$ cat src/pls_pkg.sv
// package: register map, field layout and codes for the port led select block
package pls_pkg;

  // axi4-lite register byte offsets
  localparam logic [11:0] WAN_MISC_OFF   = 12'h000;
  localparam logic [11:0] SW_CTRL0_OFF   = 12'h004;
  localparam logic [11:0] BOOT_WIDTH_OFF = 12'h008;
  localparam logic [11:0] PORT_STAT_OFF  = 12'h00C;
  localparam int          ADDR_W         = 12;

  // field positions
  localparam int WAN_FIRST_LSB  = 0;
  localparam int WAN_SECOND_LSB = 4;
  localparam int LAN_FIRST_LSB  = 25;
  localparam int LAN_SECOND_LSB = 22;
  localparam int SEL_W          = 3;

  // reset values
  localparam logic [31:0] WAN_MISC_RST = 32'h0000_0000;
  localparam logic [31:0] SW_CTRL0_RST = 32'h0000_0000;

  // writable field masks
  localparam logic [31:0] WAN_MISC_MASK = 32'h0000_0077;
  localparam logic [31:0] SW_CTRL0_MASK = 32'h0FC0_0000;

  // axi responses
  localparam logic [1:0] RESP_OKAY   = 2'h0;
  localparam logic [1:0] RESP_SLVERR = 2'h2;

  typedef enum logic [2:0] {
    SEL_SPEED    = 3'b000,
    SEL_LINK     = 3'b001,
    SEL_DUPLEX   = 3'b010,
    SEL_COLL     = 3'b011,
    SEL_ACT      = 3'b100,
    SEL_FDX_COLL = 3'b101,
    SEL_LINK_ACT = 3'b110,
    SEL_NONE     = 3'b111
  } pls_sel_t;

  typedef enum logic [1:0] {
    BW_RSVD = 2'b00,
    BW_8    = 2'b01,
    BW_16   = 2'b10,
    BW_32   = 2'b11
  } pls_bw_t;

  // per-port phy status
  typedef struct packed {
    logic speed100;
    logic link;
    logic full_dup;
    logic coll;
    logic act;
  } pls_phy_t;

  typedef enum logic [0:0] {
    WR_IDLE = 1'b0,
    WR_RESP = 1'b1
  } pls_wst_t;

  typedef struct packed {
    pls_wst_t    wst;
    logic        awr;
    logic [11:0] awaddr;
    logic        wr;
    logic [31:0] wdata;
    logic [3:0]  wstrb;
    logic        bvalid;
    logic [1:0]  bresp;
    logic        rvalid;
    logic [31:0] rdata;
    logic [1:0]  rresp;
    logic [31:0] wan_misc;
    logic [31:0] sw_ctrl0;
    logic [1:0]  bw_code;
    logic        strap_done;
    logic        wan_first;
    logic        wan_second;
    logic [3:0]  lan_first;
    logic [3:0]  lan_second;
    logic        wan_oe;
  } pls_state_t;

endpackage

$ cat src/pls_led_sel.sv
// port led select block with boot width strap capture and axi4-lite registers
//
// Behaviour
// RULE_01 - led select 000 speed,001 link,010 duplex,011 coll,100 act,101 fdx coll,110 link/act
// RULE_02 - first wan led follows wan misc control bits 2..0
// RULE_03 - second wan led follows wan misc control bits 6..4
// RULE_04 - every lan first led uses shared switch control 0 bits 27..25
// RULE_05 - every lan second led uses shared switch control 0 bits 24..22
// RULE_06 - during reset wan led pins are inputs giving width code, first low
// RULE_07 - width code 01 8 bit, 10 16 bit, 11 32 bit, 00 reserved
// RULE_08 - select code 111 holds the led inactive
//
// Local design decisions: the register offsets and the AXI4-Lite register port.
`timescale 1ns/1ps

module pls_led_sel (
  input  wire logic              aclk,
  input  wire logic              aresetn,
  input  wire logic [11:0]       s_axi_awaddr,
  input  wire logic              s_axi_awvalid,
  output logic                   s_axi_awready,
  input  wire logic [31:0]       s_axi_wdata,
  input  wire logic [3:0]        s_axi_wstrb,
  input  wire logic              s_axi_wvalid,
  output logic                   s_axi_wready,
  output logic [1:0]             s_axi_bresp,
  output logic                   s_axi_bvalid,
  input  wire logic              s_axi_bready,
  input  wire logic [11:0]       s_axi_araddr,
  input  wire logic              s_axi_arvalid,
  output logic                   s_axi_arready,
  output logic [31:0]            s_axi_rdata,
  output logic [1:0]             s_axi_rresp,
  output logic                   s_axi_rvalid,
  input  wire logic              s_axi_rready,
  input  wire pls_pkg::pls_phy_t wan_phy,
  input  wire pls_pkg::pls_phy_t lan_phy [4],
  input  wire logic              wan_led_first_in,
  input  wire logic              wan_led_second_in,
  output logic                   wan_led_first,
  output logic                   wan_led_second,
  output logic                   wan_led_oe,
  output logic [3:0]             lan_led_first,
  output logic [3:0]             lan_led_second,
  output logic [1:0]             boot_width_strap_code,
  output logic [5:0]             boot_bus_width
);

  pls_pkg::pls_state_t s_q;
  pls_pkg::pls_state_t s_d;

  // led indication decode; leds are active high here
  function automatic logic led_pick(input logic [2:0] sel, input pls_pkg::pls_phy_t p);
    logic r;
    r = 1'b0;
    case (sel)                                               // RULE_01
      pls_pkg::SEL_SPEED:    r = p.speed100;
      pls_pkg::SEL_LINK:     r = p.link;
      pls_pkg::SEL_DUPLEX:   r = p.full_dup;
      pls_pkg::SEL_COLL:     r = p.coll;
      pls_pkg::SEL_ACT:      r = p.act;
      pls_pkg::SEL_FDX_COLL: r = p.full_dup & p.coll;
      pls_pkg::SEL_LINK_ACT: r = p.link & ~p.act;            // lit on link, blinks off on traffic
      default:               r = 1'b0;                       // RULE_08
    endcase
    return r;
  endfunction

  logic [2:0] wan_sel_first;
  logic [2:0] wan_sel_second;
  logic [2:0] lan_sel_first;
  logic [2:0] lan_sel_second;
  logic [3:0] lan_first_d;
  logic [3:0] lan_second_d;

  assign wan_sel_first  = s_q.wan_misc[pls_pkg::WAN_FIRST_LSB +: pls_pkg::SEL_W];   // RULE_02
  assign wan_sel_second = s_q.wan_misc[pls_pkg::WAN_SECOND_LSB +: pls_pkg::SEL_W];  // RULE_03
  assign lan_sel_first  = s_q.sw_ctrl0[pls_pkg::LAN_FIRST_LSB +: pls_pkg::SEL_W];   // RULE_04
  assign lan_sel_second = s_q.sw_ctrl0[pls_pkg::LAN_SECOND_LSB +: pls_pkg::SEL_W];  // RULE_05

  // ****************************************
  // per-port lan led decode
  // ****************************************
  generate
    for (genvar i = 0; i < 4; i++) begin : g_lan
      assign lan_first_d[i]  = led_pick(lan_sel_first, lan_phy[i]);   // RULE_04
      assign lan_second_d[i] = led_pick(lan_sel_second, lan_phy[i]);  // RULE_05
    end
  endgenerate

  // ****************************************
  // register read mux
  // ****************************************
  logic [31:0] rd_word;
  logic        rd_hit;

  always_comb begin
    rd_word = 32'h0000_0000;
    rd_hit  = 1'b1;
    case (s_axi_araddr)
      pls_pkg::WAN_MISC_OFF:   rd_word = s_q.wan_misc;
      pls_pkg::SW_CTRL0_OFF:   rd_word = s_q.sw_ctrl0;
      pls_pkg::BOOT_WIDTH_OFF: rd_word = {30'h0, s_q.bw_code};
      pls_pkg::PORT_STAT_OFF:  rd_word = {16'h0000, lan_second_d, lan_first_d,
                                          6'h00, s_q.wan_second, s_q.wan_first};
      default:                 rd_hit  = 1'b0;
    endcase
  end

  function automatic logic [31:0] merge(input logic [31:0] old, input logic [31:0] nw,
                                        input logic [3:0] strb, input logic [31:0] mask);
    logic [31:0] r;
    r = old;
    for (int b = 0; b < 4; b++) begin
      if (strb[b]) begin
        r[8*b +: 8] = nw[8*b +: 8];
      end
    end
    return r & mask;
  endfunction

  // ****************************************
  // next state
  // ****************************************
  always_comb begin
    s_d = s_q;
    if (!s_q.strap_done) begin
      // first cycle after reset release: pins still hold the strap, latch it
      s_d.bw_code    = {wan_led_second_in, wan_led_first_in};   // RULE_06
      s_d.strap_done = 1'b1;
      s_d.wan_oe     = 1'b1;
    end
    // write address and data taken in either order
    if (s_axi_awvalid && s_axi_awready) begin
      s_d.awr    = 1'b1;
      s_d.awaddr = s_axi_awaddr;
    end
    if (s_axi_wvalid && s_axi_wready) begin
      s_d.wr    = 1'b1;
      s_d.wdata = s_axi_wdata;
      s_d.wstrb = s_axi_wstrb;
    end
    case (s_q.wst)
      pls_pkg::WR_IDLE: begin
        if (s_q.awr && s_q.wr) begin
          s_d.awr    = 1'b0;
          s_d.wr     = 1'b0;
          s_d.bvalid = 1'b1;
          s_d.bresp  = pls_pkg::RESP_OKAY;
          s_d.wst    = pls_pkg::WR_RESP;
          case (s_q.awaddr)
            pls_pkg::WAN_MISC_OFF: s_d.wan_misc = merge(s_q.wan_misc, s_q.wdata, s_q.wstrb,
                                                        pls_pkg::WAN_MISC_MASK);
            pls_pkg::SW_CTRL0_OFF: s_d.sw_ctrl0 = merge(s_q.sw_ctrl0, s_q.wdata, s_q.wstrb,
                                                        pls_pkg::SW_CTRL0_MASK);
            pls_pkg::BOOT_WIDTH_OFF, pls_pkg::PORT_STAT_OFF: ;
            default:               s_d.bresp    = pls_pkg::RESP_SLVERR;
          endcase
        end
      end
      pls_pkg::WR_RESP: begin
        if (s_axi_bready) begin
          s_d.bvalid = 1'b0;
          s_d.wst    = pls_pkg::WR_IDLE;
        end
      end
      default: s_d.wst = pls_pkg::WR_IDLE;
    endcase
    if (s_q.rvalid) begin
      if (s_axi_rready) begin
        s_d.rvalid = 1'b0;
      end
    end else if (s_axi_arvalid) begin
      s_d.rvalid = 1'b1;
      s_d.rdata  = rd_word;
      s_d.rresp  = rd_hit ? pls_pkg::RESP_OKAY : pls_pkg::RESP_SLVERR;
    end
    s_d.wan_first  = led_pick(wan_sel_first, wan_phy);    // RULE_02
    s_d.wan_second = led_pick(wan_sel_second, wan_phy);   // RULE_03
    s_d.lan_first  = lan_first_d;
    s_d.lan_second = lan_second_d;
  end

  always_ff @(posedge aclk) begin
    if (!aresetn) begin
      s_q          <= '0;
      s_q.wan_misc <= pls_pkg::WAN_MISC_RST;
      s_q.sw_ctrl0 <= pls_pkg::SW_CTRL0_RST;
    end else begin
      s_q <= s_d;
    end
  end

  // ****************************************
  // outputs
  // ****************************************
  assign s_axi_awready  = ~s_q.awr;
  assign s_axi_wready   = ~s_q.wr;
  assign s_axi_bvalid   = s_q.bvalid;
  assign s_axi_bresp    = s_q.bresp;
  assign s_axi_arready  = ~s_q.rvalid;
  assign s_axi_rvalid   = s_q.rvalid;
  assign s_axi_rdata    = s_q.rdata;
  assign s_axi_rresp    = s_q.rresp;
  assign wan_led_first  = s_q.wan_first;
  assign wan_led_second = s_q.wan_second;
  // pins stay inputs through reset and the strap cycle
  assign wan_led_oe     = s_q.wan_oe;                      // RULE_06
  assign lan_led_first  = s_q.lan_first;
  assign lan_led_second = s_q.lan_second;
  assign boot_width_strap_code = s_q.bw_code;

  logic [5:0] bw_dec;
  always_comb begin
    case (s_q.bw_code)                                     // RULE_07
      pls_pkg::BW_8:  bw_dec = 6'h08;
      pls_pkg::BW_16: bw_dec = 6'h10;
      pls_pkg::BW_32: bw_dec = 6'h20;
      default:        bw_dec = 6'h00;
    endcase
  end
  logic [5:0] bw_q;
  always_ff @(posedge aclk) begin
    if (!aresetn) begin
      bw_q <= 6'h00;
    end else begin
      bw_q <= bw_dec;
    end
  end
  assign boot_bus_width = bw_q;
endmodule

$ cat config.mk
export PLATFORM = sky130hd
export DESIGN_NAME = pls_led_sel
export DESIGN_NICKNAME = d
export VERILOG_FILES = /design/src/pls_pkg.sv /design/src/pls_led_sel.sv
export SDC_FILE = /design/constraint.sdc
export NUM_CORES = 1
export LEC_CHECK = 0
export BUFFER_PORTS_ARGS = -buffer_cell sky130_fd_sc_hd__buf_2
export CORE_MARGIN = 8
export CORE_UTILIZATION = 53
export CTS_CLUSTER_DIAMETER = 50
export DETAILED_ROUTE_END_ITERATION = 12
export PLACE_DENSITY_LB_ADDON = 0.2
export SETUP_SLACK_MARGIN = 0.05
export SLEW_MARGIN = 20
export SYNTH_ARGS = -nofsm -noshare
export SYNTH_HDL_FRONTEND = slang
export SYNTH_SLANG_ARGS = --single-unit
$ cat constraint.sdc
create_clock -name aclk -period 3.1 [get_ports aclk]
set_clock_uncertainty 0.2 [all_clocks]
set_input_delay 0.31 -clock aclk [delete_from_list [all_inputs] [get_ports aclk]]
set_output_delay 0.31 -clock aclk [all_outputs]
set_load 0.01 [all_outputs]
# Yosys cells after proc, flatten, opt, wreduce, memory -nomap -nowiden
# Index checks and enable logic that the tools add are counted.
totals:
  reg_bits: 121
  in_bits: 94
op_classes:
  n_eq_ne: 35
  mux: 29
  bitwise: 19
  n_reduce_logical: 17
ops:
  columns: ["cell", "n"]
  rows:
  - ["$pmux W28 S4", 1]
  - ["$pmux W1 S7", 10]
  - ["$eq A12 B4 Y1 const B", 4]
  - ["$mux W37", 1]
  - ["$eq A3 B3 Y1 const B", 12]
  - ["$mux W35", 1]
  - ["$eq A12 B3 Y1 const B", 2]
  - ["$eq A3 B2 Y1 const B", 8]
  - ["$logic_not A12 Y1", 2]
  - ["$pmux W6 S3", 1]
  - ["$mux W13", 1]
  - ["$eq A3 B1 Y1 const B", 4]
  - ["$logic_not A3 Y1", 4]
  - ["$reduce_and A4 Y1", 3]
  - ["$and A1 B1 Y1", 10]
  - ["$not A1 Y1", 9]
  - ["$mux W1", 8]
  - ["$reduce_or A4 Y1", 2]
  - ["$mux W2", 3]
  - ["$reduce_and A2 Y1", 3]
  - ["$eq A2 B2 Y1 const B", 2]
  - ["$ne A2 B2 Y1 const B", 2]
  - ["$pmux W1 S2", 2]
  - ["$logic_and A1 B1 Y1", 3]
  - ["other kinds (2)", 2]

# Longest topological paths before layout
# Gate-level depths: netlist of the first run.
logic_depth:
  depth_word: 6
  depth_mapped: 6
  ltp_nobuf: 4

# Least setup slack after synthesis of the first run
# No wires, ideal clock.
synth_timing:
  path_type: "input to register"
  from: "input s_axi_araddr[7]"
  to: "register s_q, in the netlist s_axi_rdata[2]"
  setup_time_ns: 0.059
  arrival_time_ns: 1.725
  t_required_ns: 2.841
  setup_slack_ns: 1.116
  cell_stages: 4
  path_buffers: 0
  cell_sequence: "or4_4 > nor4_4 > nor4b_4 > a22o_1"
synth_between:
  elab_chain_len: 2
synth_rtl:
  columns: ["element", "line_no", "rtl"]
  rows:
  - ["from (decl)", "pls_led_sel.sv:29", "input wire logic [11:0] s_axi_araddr,"]
  - ["$eq A12 B4 Y1 (tied with other cells)", "pls_led_sel.sv:100", "case (s_axi_araddr)"]
  - ["$pmux W28 S4 (*)", "pls_led_sel.sv:100", null]
  - ["to (decl)", "pls_led_sel.sv:49", "pls_pkg::pls_state_t s_q;"]
# Every way passes the cells marked *; elsewhere a longest branch is shown, timed or not.
# A chain may end at the register's enable or synchronous reset.

# Worst setup path after layout of the first run
layout_timing:
  from: "register s_q, in the netlist lan_sel_first[1]"
  to: "register s_q, in the netlist s_axi_rdata[11]"
layout_between:
  elab_chain_len: 3
layout_rtl:
  columns: ["element", "line_no", "rtl"]
  rows:
  - ["$eq A3 B3 Y1 (tied with other cells)", "pls_led_sel.sv:56", "case (sel)"]
  - ["$pmux W1 S7 (*)", "pls_led_sel.sv:56", null]
  - ["$pmux W28 S4 (*)", "pls_led_sel.sv:100", null]
# Marks and branches as above.

==> out/summary.txt, run 1 <==
VDD IR max -> 0.000316 V
Fmax -> 423 MHz
Req. time, crit path -> 3.10 ns
Root Driver -> clkbuf_8
DR pass1 iterations -> 4
Number of global-route vias before repair -> 3,421
Hold Startpoint -> wan_led_second_in
H-tree depth -> 3
Layout cell share with drive strength beyond 1 -> 0.250
Initial antenna violation count -> 0
Synthesized instance count -> 479
Setup TNS -> 0 ns
Reg2reg start -> lan_sel_first[1]
EDFF count, synth -> 0
Async set or reset register ratio after synthesis -> 0
DIE AREA -> 0.0105 mm^2
Tot Pwr -> 0.00230 W
Unique cell type count in the Yosys netlist -> 46
Startpoint types -> flip-flop
Clock Latency Late Sink -> 0.35 ns
Placer Congestion -> 0.823
Final Setup Violations -> 0
Hold path depth -> 3
Worst-path maximum fanout -> 22
Largest net degree at the start of global routing -> 33
Post-Layout Inst Area -> 0.00471 mm^2
Clock power share -> 0.403
Crit end category -> flip-flop
Remaining DRCs -> 0
I/O Pins -> 154
IO buf count -> 115
Final hold violation count -> 0
Via density -> 5.24
CTS tree -> done
Final wirelength -> 9.89 mm
Clock-pin slew on the worst setup and hold paths -> 0.09 ns
FF-to-FF path depth -> 4
Psw -> 0.000553 W
Synth Area per Inst -> 8.28 um^2
Most frequent cells in the layout -> buf_2, dfxtp_1, nand2_1
Sequential area share after synthesis -> 0.419
Die Y -> 103 um
Rel. slew slack -> 0.354
Area delta synth->final -> 18.7%
Status -> finished clean
Crit path cell chain -> nor3b_1, o21bai_1, a2111oi_0, o21ai_0
Critical path's slowest cell -> dfxtp_1
Commonest non-fill, non-tap cell in the layout -> buf_2
Max stage delay on crit path -> 0.77 ns
FP Rows -> 31
DP HPWL -> 7.29 mm
Worst setup path class -> reg -> reg
Sequential share of power -> 0.491
Final Util -> 0.649
Initial Utilization -> 0.547
Slew @ Worst Pin -> 0.967 ns
WL/cell -> 14.7 um
Combinational share of power -> 0.106
Worst EP arrival -> 2.36 ns
Global-route wire length before repair -> 15.9 mm
Worst Setup SP -> lan_sel_first[1]
All-Layer GR Usage -> 0.186
Final Net Count -> 661
Initial DRC count -> 179
Max Cap Viol -> 0
Max-slew violation count -> 0
Clock sink total -> 83
Hold Crit Class -> in -> reg
Top_reg_cell synth -> dfxtp_1
Pwr per Cell Area -> 489 mW/mm^2
RSZ-0062 raised after global routing -> no
Yosys warnings -> 0
Core Box Area -> 0.00725 mm^2
Min Clock Period, post-route -> 2.36 ns
Post-route ant nets -> 0
Synthesis-stage register bit count -> 83
Int Power -> 0.00175 W
Leakage -> 1.94 nW
CTS buffer count -> 9
Sw Ratio -> 0.240
Post-synthesis instance area -> 0.00397 mm^2
CTS max path bufs -> 2
N_diodes -> 0
Via count -> 3,517
Period utilization -> 0.763
Post-DP Area -> 0.00427 mm^2
Die Wd -> 103 um
Hold_ws -> 0.00651 ns
Grt ovf -> 0
Fillers -> 683
## layout make-up
class	count	area, um^2	area share
Clock buffer	10	128	0.0271
Clock inverter	6	111	0.0237
Tap cell	99	124	0.0263
Timing Repair Buffer	137	791	0.168
Inverter	8	30.0	0.00638
Multi-Input combinational cell	328	1860	0.396
Sequential cell	83	1660	0.353
## worst paths after layout
kind,to,slack [ns]
setup / recovery,s_axi_rdata[11],0.74
hold / removal,boot_width_strap_code[1],0.007
setup reg to reg,s_axi_rdata[11],0.74
hold reg to reg,wan_led_oe,0.25
## power groups by stage
stage | combinational [W] | sequential, W | clock (W)
2_1_floorplan | 0.000154 | 0.00115 | 0
3_3_place_gp | 0.000217 | 0.00115 | 0
3_5_place_dp | 0.000223 | 0.00115 | 0
4_1_cts | 0.000243 | 0.00113 | 0.000939
5_1_grt | 0.000272 | 0.00114 | 0.000985
6_report | 0.000244 | 0.00113 | 0.000926
## Yosys cell counts (5+ instances only)
cell type  instances  area share
o21ai_0           31       0.039
inv_1              8      0.0076
mux2i_1           13       0.033
nand2b_1           9       0.014
clkbuf_1          19       0.018
nor2_1            28       0.026
o21bai_1           5      0.0095
nor2b_1            6      0.0095
nand3b_1           8       0.015
dfxtp_1           83        0.42
a21oi_1           51       0.064
nand4_1           11       0.017
nand3_1           12       0.015
nand2_1           77       0.073
buf_1              7      0.0066
buf_4             50       0.095
a32oi_1            6       0.013
## metrics by stage
stage                     instances  worst slack (ns)
after floorplan                 495              1.12
after global placement          635             0.860
after detailed placement        635             0.744
after CTS                       671             0.736
after global routing            671             0.493
final                           671             0.736
## logic make-up after synthesis
family	after synthesis	synth area share
AOI/OAI and AO/OA	118	0.179
buffers and inverters	84	0.127
DFF	83	0.419
muxes	16	0.0470
other	1	0.000945
and+or+nand+nor	177	0.227
## routing by layer
metal	GRT usage	up-vias	routed length [um]
li1	-	1785	-
met1	0.230	1605	4240
met2	0.309	115	4870
met3	0.0432	12	668
met4	0.0677	0	102
met5	0	-	0
## flip-flops by register name, indices dropped and copies added (netlist names)
register,count
s_q,37
s_axi_rdata,20
lan_led_first,4
lan_led_second,4
boot_bus_width,3
lan_sel_first,3
lan_sel_second,3
boot_width_strap_code,2
s_axi_bresp,1
s_axi_bvalid,1
s_axi_rresp,1
s_axi_rvalid,1
wan_led_first,1
wan_led_oe,1
wan_led_second,1
## critical path, delay by kind of cell, from the launching register on
family / cells / cell delay (ns)
compound gates: 3 / 1.07
flops: 1 / 0.77
simple gates: 1 / 0.18
## timing repair
item	4_1_cts	5_1_grt
setup buffers	0	0
endpoints found under the hold margin	20	0
gates resized for setup	0	0
hold buffers	20	0
setup endpoints to repair	0	0
Note: power is estimated with default switching activity, not from simulation.
==> run 2: changes to the inputs <==
--- a/config.mk
+++ b/config.mk
@@ -7,7 +7,7 @@
 export LEC_CHECK = 0
 export BUFFER_PORTS_ARGS = -buffer_cell sky130_fd_sc_hd__buf_2
 export CORE_MARGIN = 8
-export CORE_UTILIZATION = 53
+export CORE_UTILIZATION = 44
 export CTS_CLUSTER_DIAMETER = 50
 export DETAILED_ROUTE_END_ITERATION = 12
 export PLACE_DENSITY_LB_ADDON = 0.2
==> constraint.sdc (replaced) <==
create_clock -name aclk -period 2.1 [get_ports aclk]
set_clock_uncertainty 0.2 [all_clocks]
set_input_delay 0.21 -clock aclk [delete_from_list [all_inputs] [get_ports aclk]]
set_output_delay 0.21 -clock aclk [all_outputs]
set_load 0.01 [all_outputs]
==> out/summary.txt, run 2 (same netlist as run 1, synthesis figures left out) <==
Combinational share of power -> 0.118 (+0.012)
Number of global-route vias before repair -> 3,484 (+1.8%)
Global-route wire length before repair -> 17.1 mm (+7.5%)
Worst path bufs/invs -> 0 (unchanged)
Core Box Area -> 0.00872 mm^2 (+20%)
Tot Pwr -> 0.00339 W (+48%)
Max stage delay on crit path -> 0.55 ns (-0.22 ns)
Worst EP arrival -> 1.90 ns (-0.46 ns)
Clock-pin slew on the worst setup and hold paths -> 0.08 ns (about the same)
Commonest non-fill, non-tap cell in the layout -> buf_2
DP HPWL -> 7.59 mm (+4.1%)
Fillers -> 792 (+16%)
Final Setup Violations -> 0 (unchanged)
Via count -> 3,555 (+1.1%)
Initial antenna violation count -> 0 (unchanged)
Clock Latency Late Sink -> 0.35 ns (about the same)
Final wirelength -> 10.2 mm (+3.2%)
Max Cap Viol -> 0 (unchanged)
WL/cell -> 14.4 um (-2.0%)
CTS tree -> done
Placer Congestion -> 0.832 (+1.1%)
Initial DRC count -> 164 (-8.4%)
Worst-path maximum fanout -> 11 (-50%)
Die Wd -> 111 um (+8.2%)
Initial Utilization -> 0.455 (-0.0920)
I/O Pins -> 154 (unchanged)
Req. time, crit path -> 2.12 ns (-0.98 ns)
Max-slew violation count -> 0 (unchanged)
FP Rows -> 34 (+9.7%)
Postcts setup bufs -> 0 (unchanged)
Storage element area -> 0.00166 mm^2 (+0.15%)
Remaining DRCs -> 0 (unchanged)
Slew @ Worst Pin -> 0.842 ns (-0.125 ns)
Most frequent cells in the layout -> buf_2, dfxtp_1, nand2_1
Post-route ant nets -> 0 (unchanged)
Worst setup path class -> reg -> reg
Clock power share -> 0.391 (-0.012)
Critical path's slowest cell -> dfxtp_1
Number of flip-flops under the largest register name -> 37 (unchanged)
Grt ovf -> 0 (unchanged)
All-Layer GR Usage -> 0.163 (-0.0231)
Period utilization -> 0.894 (+0.131)
IO buf count -> 115 (unchanged)
Rel. slew slack -> 0.437 (+0.0828)
Crit end category -> flip-flop
Sw Ratio -> 0.235 (-0.00557)
DIE AREA -> 0.0123 mm^2 (+17%)
Hold Crit Class -> in -> reg
DR pass1 iterations -> 5 (+1)
Critical path's top delay family -> compound AO/OA/AOI/OAI gates
Status -> finished clean
Final hold violation count -> 0 (unchanged)
Area delta synth->final -> 25.5%
Int Power -> 0.00260 W (+49%)
Startpoint types -> flip-flop
Psw -> 0.000796 W (+44%)
H-tree depth -> 3 (unchanged)
Largest net degree at the start of global routing -> 57 (+73%)
Setup TNS -> 0 ns (unchanged)
Sequential share of power -> 0.491 (about the same)
VDD IR max -> 0.000343 V (+8.7%)
Largest register by flop count -> s_q
Crit path cell chain -> nor3b_1, o21bai_1, a2111oi_1, o21ai_0
CTS max path bufs -> 2 (unchanged)
Hold_ws -> 0.0369 ns (+0.0304 ns)
Root Driver -> clkbuf_8
Layout cell share with drive strength beyond 1 -> 0.262 (+0.0121)
Reg2Reg Setup Slack -> 0.22 ns (-0.51 ns)
CTS buffer count -> 9 (unchanged)
Die Y -> 111 um (+8.2%)
Leakage -> 2.08 nW (+7.0%)
Min Clock Period, post-route -> 1.88 ns (-0.487 ns)
Via density -> 5.03 (-4.1%)
RSZ-0062 raised after global routing -> no
Clock sink total -> 83 (unchanged)
Area of the multi-input gates -> 0.00187 mm^2 (+0.34%)
N_diodes -> 0 (unchanged)
Final Net Count -> 690 (+4.4%)
Pwr per Cell Area -> 682 mW/mm^2 (+40%)
Fmax -> 533 MHz (+26%)
-- run 2: cell type report --
cell class,count,area share
Inverter,8,0.00603
Tap cell,108,0.0272
Clock buffer,9,0.0249
Clock inverter,5,0.0209
Multi-Input combinational cell,328,0.375
Timing Repair Buffer,166,0.211
Sequential cell,83,0.334
-- run 2: final timing paths --
check	from	endpoint	cells after the start
setup / recovery	lan_sel_first[2]	s_axi_rdata[11]	4
hold / removal	lan_phy[13]	lan_led_second[1]	3
hold reg to reg	s_axi_rdata[15]	s_axi_rdata[15]	2
setup reg to reg	lan_sel_first[2]	s_axi_rdata[11]	4
-- run 2: layer usage --
metal	GRT usage	wire, um	up-vias
met3	0.0487	608	10
met2	0.254	4790	104
met1	0.210	4680	1606
met4	0.0550	122	0
met5	0	0	-
li1	-	-	1835
-- run 2: repair_timing --
item | CTS | global route
resized for setup | 0 | 4
setup endpoints to repair | 0 | 5
endpoints found under the hold margin | 42 | 0
hold buffers | 37 | 0
-- run 2: power by group through the flow --
stage	registers (W)	logic, W	clock network [W]
2_1_floorplan	0.00170	0.000228	0
3_3_place_gp	0.00170	0.000338	0
3_5_place_dp	0.00170	0.000346	0
4_1_cts	0.00167	0.000399	0.00136
5_1_grt	0.00168	0.000445	0.00144
6_report	0.00167	0.000400	0.00133
-- run 2: per-stage QoR --
stage	utilization	area (um^2)	instances	worst slack, ns
finish	0.571	4980	707	0.223
detailed placement	0.501	4370	656	0.129
global route	0.571	4980	707	0.0563
CTS	0.570	4970	707	0.156
floorplan	-	4030	495	0.216
global placement	0.501	4370	656	0.146
-- run 2: worst min-delay path, delay by kind of cell --
family	cells	cell delay, ns
buffers and inverters	1	0.11
AND/OR/NAND/NOR	1	0.10
AO/OA/AOI/OAI	1	0.13
==> run 3: changes to the inputs <==
--- a/config.mk
+++ b/config.mk
@@ -5,7 +5,9 @@
 export SDC_FILE = /design/constraint.sdc
 export NUM_CORES = 1
 export LEC_CHECK = 0
+export ABC_AREA = 1
 export BUFFER_PORTS_ARGS = -buffer_cell sky130_fd_sc_hd__buf_2
+export CAP_MARGIN = 30
 export CORE_MARGIN = 8
 export CORE_UTILIZATION = 44
 export CTS_CLUSTER_DIAMETER = 50
==> out/summary.txt, run 3 <==
Slew @ Worst Pin -> 0.567 ns (-0.274 ns)
Post-synthesis instance area -> 0.00406 mm^2 (+2.3%)
Clock sink total -> 83 (unchanged)
Grt ovf -> 0 (unchanged)
H-tree depth -> 3 (unchanged)
Yosys warnings -> 0 (unchanged)
Yosys top cell by area -> dfxtp_1
Area delta synth->final -> 21.4%
Via count -> 3,962 (+11%)
Status -> finished clean
Initial antenna violation count -> 0 (unchanged)
Most frequent cells in the layout -> buf_2, nor2_1, dfxtp_1
Period utilization -> 0.828 (-0.0659)
Setup TNS -> 0 ns (unchanged)
Critical path's slowest cell -> dfxtp_1
Die Y -> 112 um (+0.96%)
Via density -> 4.92 (-2.2%)
Req. time, crit path -> 2.19 ns (+0.07 ns)
Sequential share of power -> 0.512 (+0.021)
Layout cell share with drive strength beyond 1 -> 0.217 (-0.0448)
Worst EP arrival -> 1.83 ns (-0.07 ns)
Worst-path maximum fanout -> 11 (unchanged)
FP Rows -> 35 (+2.9%)
CTS buffer count -> 9 (unchanged)
Max stage delay on crit path -> 0.58 ns (+0.03 ns)
I/O Pins -> 154 (unchanged)
Remaining DRCs -> 0 (unchanged)
Die Wd -> 112 um (+0.96%)
Post-synth top area share -> 0.410 (-0.00930)
Synthesized instance count -> 582 (+22%)
Pwr per Cell Area -> 669 mW/mm^2 (-2.0%)
Fillers -> 887 (+12%)
Worst setup path class -> reg -> reg
Most area-consuming cells after synthesis -> dfxtp_1, buf_4, nor2_1
Hold Crit Class -> in -> reg
Post-Place Cells -> 757 (+15%)
DIE AREA -> 0.0125 mm^2 (+1.9%)
Final Net Count -> 784 (+14%)
Fmax -> 575 MHz (+8.0%)
Initial Utilization -> 0.445 (-0.00948)
Synth Area per Inst -> 6.97 um^2 (-16%)
Leakage -> 2.33 nW (+12%)
Clock-pin slew on the worst setup and hold paths -> 0.09 ns (about the same)
Max Cap Viol -> 0 (unchanged)
RSZ-0062 raised after global routing -> no
Final instance count without filler cells -> 806 (+14%)
Initial DRC count -> 180 (+9.8%)
Final wirelength -> 11.2 mm (+9.6%)
Postcts setup bufs -> 0 (unchanged)
CTS tree -> done
Area of the multi-input gates -> 0.00177 mm^2 (-5.3%)
Crit path cell chain -> nand3_1, o21ai_0, nor2_1, nand2_1, nand2_1, a21oi_1
Post-synth top cells -> nor2_1, dfxtp_1, nand2_1
Final Util -> 0.541 (-0.0298)
Post-route ant nets -> 0 (unchanged)
Psw -> 0.000873 W (+9.6%)
Worst path bufs/invs -> 0 (unchanged)
Clock power share -> 0.357 (-0.034)
Final hold violation count -> 0 (unchanged)
Largest register by flop count -> s_q
Startpoint types -> flip-flop
CTS max path bufs -> 2 (unchanged)
Top_reg_cell synth -> dfxtp_1
Global-route wire length before repair -> 18.8 mm (+10%)
Min Clock Period, post-route -> 1.74 ns (-0.138 ns)
EDFF count, synth -> 0 (unchanged)
Storage element area -> 0.00166 mm^2 (-0.15%)
All-Layer GR Usage -> 0.181 (+0.0178)
Largest net degree at the start of global routing -> 62 (+8.8%)
IO buf count -> 115 (unchanged)
Synthesis-stage register bit count -> 83 (unchanged)
Number of global-route vias before repair -> 4,067 (+17%)
Root Driver -> clkbuf_8
Critical path's top delay family -> flip-flops
Clock Latency Late Sink -> 0.35 ns (about the same)
Int Power -> 0.00242 W (-6.8%)
VDD IR max -> 0.000317 V (-7.6%)
Crit end category -> flip-flop
Most frequent CP cell -> nand2_1
DR pass1 iterations -> 4 (-1)
Placer Congestion -> 0.856 (+2.9%)
Commonest non-fill, non-tap cell in the layout -> buf_2
Sw Ratio -> 0.265 (+0.0302)
Final Setup Violations -> 0 (unchanged)
Rel. slew slack -> 0.619 (+0.182)
Combinational share of power -> 0.131 (+0.013)
Unique cell type count in the Yosys netlist -> 29 (-37%)
Core Box Area -> 0.00911 mm^2 (+4.4%)
Most frequent cell after synthesis -> nor2_1
Number of flip-flops under the largest register name -> 37 (unchanged)
Async set or reset register ratio after synthesis -> 0 (unchanged)
Sequential area share after synthesis -> 0.410 (-0.00930)
DP HPWL -> 8.14 mm (+7.2%)
Max-slew violation count -> 0 (unchanged)
N_diodes -> 0 (unchanged)
WL/cell -> 13.9 um (-3.8%)
==> run 3: metrics by stage <==
| stage | area, um^2 | worst slack [ns] | power (W) | hold slack [ns] |
|---|---|---|---|---|
| final | 4930 | 0.361 | 0.00329 | 0.0146 |
| after global placement | 4390 | 0.423 | 0.00210 | 0.242 |
| after floorplan | 4120 | 0.649 | 0.00199 | 0.0377 |
| after CTS | 4930 | 0.378 | 0.00334 | 0.00610 |
| after detailed placement | 4390 | 0.390 | 0.00210 | 0.244 |
| after global routing | 4930 | 0.0744 | 0.00348 | 0.0272 |
==> run 3: cell families (layout without fill, tap and decap cells) <==
kind of cell    after synthesis  after routing  synth area share
simple gates                253            253             0.271
buf+inv                     126            223             0.169
compound gates              119            119             0.150
flops                        83             83             0.410
other cells                   1             17          0.000924
==> run 3: cell type report <==
cell class	count	share of cell area
repair buffers	155	0.195
clock buffers	11	0.0287
clock inverters	5	0.0124
flip-flops and latches	83	0.337
inverters	52	0.0396
multi-input cells	389	0.359
well taps	111	0.0282
==> run 3: power groups by stage <==
stage                     sequential, W  clock [W]  combinational [W]
after global routing            0.00170    0.00129           0.000489
after detailed placement        0.00172          0           0.000381
after CTS                       0.00169    0.00122           0.000429
after global placement          0.00172          0           0.000375
after floorplan                 0.00172          0           0.000272
final                           0.00169    0.00118           0.000431
==> run 3: worst min-delay path: cells and delay by family <==
kind	cells	cell delay [ns]
and+or+nand+nor	3	0.17
buffers and inverters	2	0.14
==> run 3: path summary, 6_finish.rpt <==
path | slack [ns] | startpoint | depth (start not counted) | end
max | 0.36 | lan_sel_first[1] | 6 | s_axi_rdata[10]
min | 0.01 | s_axi_araddr[0] | 5 | s_axi_rresp[1]
max reg2reg | 0.36 | lan_sel_first[1] | 6 | s_axi_rdata[10]
min reg2reg | 0.26 | s_q[118] | 2 | s_q[118]
==> run 3: per-layer routing <==
layer	up-vias	part of all wire	routed length, um	global-route usage
met2	114	0.49	5500	0.318
met1	1778	0.42	4700	0.199
met4	0	0.024	272	0.0827
met3	22	0.064	714	0.0510
li1	2048	-	-	-
met5	-	0	0	0
==> run 3: timing repair <==
| item | 4_1_cts | 5_1_grt |
|---|---|---|
| gates resized for setup | 0 | 0 |
| hold buffers | 33 | 0 |
| hold endpoints to repair | 34 | 0 |
